<file path="config.mk">
export PLATFORM = sky130hd
export DESIGN_NAME = option_config_registers
export DESIGN_NICKNAME = d
export VERILOG_FILES = /design/src/option_cfg_pkg.sv /design/src/option_config_registers.sv /design/src/option_write_once.sv
export SDC_FILE = /design/constraint.sdc
export NUM_CORES = 1
export LEC_CHECK = 0
export ABC_AREA = 1
export BUFFER_PORTS_ARGS = -buffer_cell sky130_fd_sc_hd__clkbuf_2
export CORE_MARGIN = 2
export CORE_UTILIZATION = 41
export CTS_BUF_LIST = sky130_fd_sc_hd__clkbuf_16
export DETAILED_ROUTE_END_ITERATION = 8
export PLACE_DENSITY = 0.87
export SYNTH_ARGS = -nofsm -noshare
export SYNTH_HDL_FRONTEND = slang
export SYNTH_SLANG_ARGS = --single-unit
</file>
<file path="constraint.sdc">
create_clock -name aclk -period 1.2 [get_ports aclk]
set_input_delay 0.3 -clock aclk [delete_from_list [all_inputs] [get_ports aclk]]
set_output_delay 0.3 -clock aclk [all_outputs]
set_load 0.05 [all_outputs]
</file>
<file path="src/option_cfg_pkg.sv">
// Package holding register map, field positions and timing constants for the option registers
// Behaviour
// - While monitor power is enabled, monitor_stop_enable set keeps the monitor running in stop mode, clear turns it off.
// - A set monitor_reset_disable blocks monitor reset requests, a clear one lets them reach system reset while monitor power is enabled.
// - A set monitor_power_disable powers the low-voltage monitor down, a clear one powers it.
// - short_stop_recovery selects a stop exit delay of 32 reference cycles when set and 4096 when clear.
// - watchdog_rate_select picks a timeout of 2^18-16 reference cycles when set and 2^13-16 when clear.
// - stop_enable set lets the stop instruction run, clear makes it an illegal opcode.
// - watchdog_disable set disables the watchdog module, clear enables it.
// - divider_clock_select set routes the bus clock to the memory timebase divider, clear the reference clock.
// - Each option register accepts one write after reset and ignores later writes until the next reset.
// - Reset clears every option bit and re-arms the write-once permission.
// - The registers decode at 0x1f and 0x3f, are always readable and reads have no side effects.
package option_cfg_pkg;
  localparam logic [7:0] OPT_ONE_IDX = 8'h1f;
  localparam logic [7:0] OPT_TWO_IDX = 8'h3f;
  localparam logic [7:0] OPT_LOCK_IDX = 8'h40;
  localparam logic [7:0] OPT_RESET_VAL = 8'h00;
  localparam int BIT_STOP_EN = 0;
  localparam int BIT_WDOG_DIS = 0;
  localparam int BIT_STOP_INSN = 1;
  localparam int BIT_WDOG_RATE = 2;
  localparam int BIT_SHORT_REC = 3;
  localparam int BIT_MON_PWR_DIS = 4;
  localparam int BIT_MON_RST_DIS = 5;
  localparam int BIT_MON_STOP_EN = 6;
  localparam int BIT_DIV_CLK = 0;
  localparam logic [7:0] OPT_ONE_MASK = 8'h7f;
  localparam logic [7:0] OPT_TWO_MASK = 8'h01;
  localparam int STOP_REC_SHORT = 32;
  localparam int STOP_REC_LONG = 4096;
  localparam int WDOG_LONG = 262128;
  localparam int WDOG_SHORT = 8176;
  localparam logic [1:0] RESP_OKAY = 2'b00;
  localparam logic [1:0] RESP_SLVERR = 2'b10;
endpackage : option_cfg_pkg

</file>
<file path="src/option_config_registers.sv">
// AXI4-Lite option register bank driving static control outputs and a gated, synchronised monitor reset
module option_config_registers
  import option_cfg_pkg::*;
(
  input wire logic aclk,
  input wire logic aresetn,
  input wire logic [7:0] s_axi_awaddr,
  input wire logic s_axi_awvalid,
  output logic s_axi_awready,
  input wire logic [31:0] s_axi_wdata,
  input wire logic [3:0] s_axi_wstrb,
  input wire logic s_axi_wvalid,
  output logic s_axi_wready,
  output logic [1:0] s_axi_bresp,
  output logic s_axi_bvalid,
  input wire logic s_axi_bready,
  input wire logic [7:0] s_axi_araddr,
  input wire logic s_axi_arvalid,
  output logic s_axi_arready,
  output logic [31:0] s_axi_rdata,
  output logic [1:0] s_axi_rresp,
  output logic s_axi_rvalid,
  input wire logic s_axi_rready,
  input wire logic monitor_reset_req,
  output logic monitor_power_on,
  output logic monitor_stop_run,
  output logic monitor_reset_out,
  output logic stop_recovery_short,
  output logic [12:0] stop_recovery_cycles,
  output logic [18:0] watchdog_timeout_cycles,
  output logic watchdog_enable,
  output logic stop_insn_legal,
  output logic divider_clock_select
);
  logic aw_held_r;
  logic w_held_r;
  logic [7:0] awaddr_r;
  logic [7:0] wdata_r;
  logic wstrb0_r;
  logic bvalid_r;
  logic [1:0] bresp_r;
  logic rvalid_r;
  logic [31:0] rdata_r;
  logic [1:0] rresp_r;
  logic [7:0] opt_one;
  logic [7:0] opt_two;
  logic one_locked;
  logic two_locked;
  logic mon_req_s1_r;
  logic mon_req_s2_r;

  wire wr_fire = aw_held_r && w_held_r && !bvalid_r;
  wire wr_hit_one = awaddr_r[7:2] == OPT_ONE_IDX[5:0];
  wire wr_hit_two = awaddr_r[7:2] == OPT_TWO_IDX[5:0];
  wire wr_ok = wr_hit_one || wr_hit_two;
  wire wr_one = wr_fire && wr_hit_one && wstrb0_r;
  wire wr_two = wr_fire && wr_hit_two && wstrb0_r;
  wire [5:0] rd_idx = s_axi_araddr[7:2];
  wire rd_take = s_axi_arvalid && !rvalid_r;
  wire rd_one = rd_idx == OPT_ONE_IDX[5:0];
  wire rd_two = rd_idx == OPT_TWO_IDX[5:0];
  // Lock flags stay internal: their index lies beyond the 8-bit address, and a cut compare would alias index 0
  wire [31:0] rd_word = rd_one ? {24'h000000, opt_one} :
                        rd_two ? {24'h000000, opt_two} : 32'h00000000;

  assign s_axi_awready = !aw_held_r;
  assign s_axi_wready = !w_held_r;
  assign s_axi_bvalid = bvalid_r;
  assign s_axi_bresp = bresp_r;
  assign s_axi_arready = !rvalid_r;
  assign s_axi_rvalid = rvalid_r;
  assign s_axi_rdata = rdata_r;
  assign s_axi_rresp = rresp_r;

  always_ff @(posedge aclk) begin
    if (!aresetn) begin
      aw_held_r <= 1'b0;
      w_held_r <= 1'b0;
      awaddr_r <= 8'h00;
      wdata_r <= 8'h00;
      wstrb0_r <= 1'b0;
      bvalid_r <= 1'b0;
      bresp_r <= RESP_OKAY;
    end else begin
      if (s_axi_awvalid && !aw_held_r) begin
        aw_held_r <= 1'b1;
        awaddr_r <= s_axi_awaddr;
      end
      if (s_axi_wvalid && !w_held_r) begin
        w_held_r <= 1'b1;
        wdata_r <= s_axi_wdata[7:0];
        wstrb0_r <= s_axi_wstrb[0];
      end
      if (wr_fire) begin
        aw_held_r <= 1'b0;
        w_held_r <= 1'b0;
        bvalid_r <= 1'b1;
        // Locked writes still answer OKAY, matching a silent write-once latch
        bresp_r <= wr_ok ? RESP_OKAY : RESP_SLVERR;
      end else if (s_axi_bready) begin
        bvalid_r <= 1'b0;
      end
    end
  end

  always_ff @(posedge aclk) begin
    if (!aresetn) begin
      rvalid_r <= 1'b0;
      rdata_r <= 32'h00000000;
      rresp_r <= RESP_OKAY;
    end else if (rd_take) begin
      rvalid_r <= 1'b1;
      rdata_r <= rd_word;
      rresp_r <= (rd_one || rd_two) ? RESP_OKAY : RESP_SLVERR;
    end else if (s_axi_rready) begin
      rvalid_r <= 1'b0;
    end
  end

  option_write_once #(.MASK(OPT_ONE_MASK)) u_opt_one (
    .aclk(aclk),
    .aresetn(aresetn),
    .wr_en(wr_one),
    .wr_data(wdata_r),
    .value_r(opt_one),
    .locked_r(one_locked)
  );
  option_write_once #(.MASK(OPT_TWO_MASK)) u_opt_two (
    .aclk(aclk),
    .aresetn(aresetn),
    .wr_en(wr_two),
    .wr_data(wdata_r),
    .value_r(opt_two),
    .locked_r(two_locked)
  );

  // Monitor request is asynchronous to the bus clock
  always_ff @(posedge aclk) begin
    if (!aresetn) begin
      mon_req_s1_r <= 1'b0;
      mon_req_s2_r <= 1'b0;
    end else begin
      mon_req_s1_r <= monitor_reset_req;
      mon_req_s2_r <= mon_req_s1_r;
    end
  end

  assign monitor_power_on = !opt_one[BIT_MON_PWR_DIS];
  assign monitor_stop_run = !opt_one[BIT_MON_PWR_DIS] && opt_one[BIT_MON_STOP_EN];
  assign monitor_reset_out = mon_req_s2_r && !opt_one[BIT_MON_RST_DIS] && !opt_one[BIT_MON_PWR_DIS];
  assign stop_recovery_short = opt_one[BIT_SHORT_REC];
  assign stop_recovery_cycles = opt_one[BIT_SHORT_REC] ? 13'(STOP_REC_SHORT) : 13'(STOP_REC_LONG);
  assign watchdog_timeout_cycles = opt_one[BIT_WDOG_RATE] ? 19'(WDOG_LONG) : 19'(WDOG_SHORT);
  assign watchdog_enable = !opt_one[BIT_WDOG_DIS];
  assign stop_insn_legal = opt_one[BIT_STOP_INSN];
  assign divider_clock_select = opt_two[BIT_DIV_CLK];

  chk_monitor_stop: assert property (@(posedge aclk) disable iff (!aresetn)
    monitor_stop_run |-> monitor_power_on && opt_one[BIT_MON_STOP_EN])
    else $error("monitor runs in stop while powered down or not enabled");
  chk_reset_block: assert property (@(posedge aclk) disable iff (!aresetn)
    opt_one[BIT_MON_RST_DIS] |-> !monitor_reset_out)
    else $error("monitor reset passed while disabled");
  chk_monitor_power: assert property (@(posedge aclk) disable iff (!aresetn)
    monitor_power_on != opt_one[BIT_MON_PWR_DIS])
    else $error("monitor power does not follow option bit");
  chk_stop_delay: assert property (@(posedge aclk) disable iff (!aresetn)
    stop_recovery_cycles == (stop_recovery_short ? 13'h0020 : 13'h1000))
    else $error("stop recovery count wrong");
  chk_wdog_timeout: assert property (@(posedge aclk) disable iff (!aresetn)
    watchdog_timeout_cycles == (opt_one[BIT_WDOG_RATE] ? 19'h3fff0 : 19'h01ff0))
    else $error("watchdog timeout wrong");
  chk_stop_insn: assert property (@(posedge aclk) disable iff (!aresetn)
    wr_one && !one_locked |=> stop_insn_legal == $past(wdata_r[BIT_STOP_INSN]))
    else $error("stop legality not taken from first write");
  chk_wdog_enable: assert property (@(posedge aclk) disable iff (!aresetn)
    wr_one && !one_locked |=> watchdog_enable == !$past(wdata_r[BIT_WDOG_DIS]))
    else $error("watchdog enable not taken from first write");
  chk_div_select: assert property (@(posedge aclk) disable iff (!aresetn)
    wr_two && !two_locked |=> divider_clock_select == $past(wdata_r[BIT_DIV_CLK]))
    else $error("divider clock select not taken from write");
  chk_read_value: assert property (@(posedge aclk) disable iff (!aresetn)
    rd_take && rd_one |=> rvalid_r && rdata_r == {24'h000000, $past(opt_one)})
    else $error("read of first option register wrong");
  chk_write_once: assert property (@(posedge aclk) disable iff (!aresetn)
    one_locked && two_locked |=> $stable(opt_one) && $stable(opt_two))
    else $error("locked option register changed");
endmodule : option_config_registers

</file>
<file path="src/option_write_once.sv">
// One write-once option byte with its lock flag
module option_write_once
  import option_cfg_pkg::*;
#(
  parameter logic [7:0] MASK = 8'hff
) (
  input wire logic aclk,
  input wire logic aresetn,
  input wire logic wr_en,
  input wire logic [7:0] wr_data,
  output logic [7:0] value_r,
  output logic locked_r
);
  always_ff @(posedge aclk) begin
    if (!aresetn) begin
      value_r <= OPT_RESET_VAL;
      locked_r <= 1'b0;
    end else if (wr_en && !locked_r) begin
      value_r <= wr_data & MASK;
      locked_r <= 1'b1;
    end
  end

  chk_lock_holds_value: assert property (@(posedge aclk) disable iff (!aresetn)
    locked_r |=> (value_r == $past(value_r)) && locked_r)
    else $error("locked option byte changed");
  chk_reset_clears: assert property (@(posedge aclk) !aresetn |=> (value_r == OPT_RESET_VAL) && !locked_r)
    else $error("reset did not clear option byte");
endmodule : option_write_once

</file>
==> results.ini <==
[synth]
synth_top_area_share_pct=40.3
synthFlopType=dfxtp_1
ys_seq_elements=39
syn_area_mm2=0.00194
synth.area.top_cells=dfxtp_1, buf_4, nor2_1, nand2_1, o21ai_0
yosys.area.top_type=dfxtp_1
synthesis.instances=261
synth_warnings=0
async_reset_ff_share_pct=0
ys_types=24
ys_seq_area_share_pct=40.3
synth_edf_count=0
syn_avg_cell_area_um2=7.43
yosysMostFrequentCell=buf_4
synthTopCellsByCount=buf_4, nor2_1, dfxtp_1

[cells_and_area]
fill_cells=447
finalInstanceArea_mm2=0.00247
final_cell_count_no_fill=375
final_util_pct=53.3
layout-drive-gt1-share_pct=30.8
antenna_cells=0
fin_nets=380
area_growth_pct=27.3

[detailed_routing]
wl_per_cell_um=11.1
drtIter0Drc=88
antenna_left=0
routed_wl_um=4150
num_vias=1643
avgViaCountPerCell=4.38
route.detailed.drc=0
drtPass1Iterations=4

[setup_path]
crit_path_top_delay_cell=dfxtp_2
crit_buf_inv=2
critPathMaxStageDelay_ns=0.32
regToRegStartpoint=w_held_r
critPathArrivalTime_ns=0.95
worstSetupStartpointType=flip-flop
crit_family=flip-flops
worstPathRequired_ns=0.90
critPathLaunch=u_opt_one.value_r[5]
cp_max_fo=2
crit_type=reg2out
crit_chain=inv_2, nand2_2, nor2_4, buf_8
cp-end-kind=primary output

[place]
dp.cells=362
detailed_place.area_mm2=0.00207
io_buffers=55
dp_hpwl_um=2860
place.gp.congestion=0.761
place_ws_ns=-0.0158

[power]
p_total_mw=3.46
ir_drop_uv=557
switching_power_mw=1.17
power_frac_seq_pct=40.8
pwr-share-comb_pct=23.5
leakagePower_nw=1.28
power_density_mw_per_mm2=1400
clock_power_share_pct=35.7
p_int_mw=2.28
swShare_pct=34.0

[global_route]
grt_start_max_net_pins=17
grt_use_total_pct=15.1
overflow=0
grt_pass1_vias=1402
grt_pass1_wl_um=6130
antenna_found_initial=0

[status]
failed_checks=setup timing
run_status=finished, violations left

[sta]
finalSetupTns_ns=-0.118
final-setup-viol-count=4
fin_crit_sh_pct=104
fmax_mhz=800
fin_crit_ns=1.25
slew_violations=0
skew_ns=0.00409
whs_ns=0.200
hold_viol=0
setup_ws_ns=-0.0496
rsz0062_at_grt=true

[floorplan]
dieArea_mm2=0.00530
ios=140
core_mm2=0.00463
rows=25
die_h_um=72.8
start_util_pct=41.9
die_w_um=72.8

[cts]
clkTransAtPathRegs_ns=0.05
clk_latency_ns=0.28
clock_path_buffers=2
cts_buffers=5
ctsHoldBuffers=0
root_buffer=clkbuf_16
cts_tree=built
h-tree-depth=2
cts.sinks=39

[flow_run]
max-cap-violations=0

[hold_path]
hp-class=in2reg
min-delay-start=monitor_reset_req

[repair_timing]
| item | 4_1_cts | 5_1_grt |
|---|---|---|
| endpoints found under the setup margin | 25 | 25 |
| buffers inserted | 2 | 2 |
| hold endpoints to repair | 0 | 0 |
| gates resized for setup | 44 | 34 |
| cloned | 0 | 1 |
| pin swaps | 0 | 3 |
[layout by cell type, fill, tap and decap left out]
master	netlist	routed
dfxtp_4	0	5
buf_2	1	4
clkbuf_4	0	8
nand2_1	28	24
dfxtp_1	39	30
o21ai_1	1	1
nand4_1	2	2
inv_1	23	19
dfxtp_2	0	4
clkbuf_8	1	5
o31ai_1	1	1
nand2_2	1	2
conb_1	2	52
nor2_4	0	4
inv_2	0	3
buf_4	58	11
clkbuf_16	0	6
buf_6	1	1
nor2_2	2	3
a31oi_1	1	1
clkinvlp_4	0	2
nand3b_1	1	1
clkinv_1	0	2
a21oi_1	11	11
nand3_1	11	10
nand3_2	1	1
o21a_1	1	1
nor2_1	51	46
nand3_4	0	1
clkbuf_2	1	29
nand2_4	0	4
buf_8	0	6
o21ai_0	21	21
[power by group through the flow]
stage	Sequential [mW]	Combinational, mW	Clock, mW
floorplan	1.51	0.680	0
global placement	1.44	0.733	0
detailed placement	1.44	0.742	0
CTS	1.41	0.776	1.25
global route	1.42	0.866	1.31
finish	1.41	0.811	1.23
[cells by family after synthesis]
logic type             after synthesis  share of synthesized area, %
AOI/OAI and AO/OA                   36                          9.61
other                                2                         0.387
buffers and inverters               87                          29.1
and+or+nand+nor                     97                          20.6
DFF                                 39                          40.3
[registers in the layout (all words and copies together), names as in the netlist, 6 cells and up]
name,flops
s_axi_rdata,7
wdata_r,7
awaddr_r,6
u_opt_one.value_r,7
[tightest hold or removal path: cells and delay by family]
kind	cells	cell delay [ns]
and+or+nand+nor	1	0.04
buffers and inverters	2	0.11
[layer usage]
| metal | track usage (%) | routed length, um |
|---|---|---|
| met2 | 27.8 | 2280 |
| met1 | 16.2 | 1600 |
| met4 | 4.94 | 31 |
| met3 | 4.83 | 247 |
| met5 | 0 | 0 |
[layout make-up]
| class | instances | area, um2 | area share [%] |
|---|---|---|---|
| Tap cell | 54 | 67.6 | 2.74 |
| Inverter | 23 | 93.8 | 3.80 |
| Timing Repair Buffer | 65 | 503 | 20.4 |
| Sequential cell | 39 | 805 | 32.6 |
| Clock buffer | 5 | 125 | 5.07 |
| Multi-Input combinational cell | 186 | 863 | 35.0 |
| Clock inverter | 3 | 11.3 | 0.456 |
[final timing paths]
| path | endpoint | slack (ns) | cells after the start |
|---|---|---|---|
| worst max-delay path | monitor_reset_out | -0.05 | 4 |
| worst max register to register | wdata_r[2] | 0.02 | 6 |
| worst min-delay path | mon_req_s1_r | 0.20 | 3 |
| worst min register to register | mon_req_s2_r | 0.43 | 2 |
Note: power is estimated with default switching activity, not from simulation.
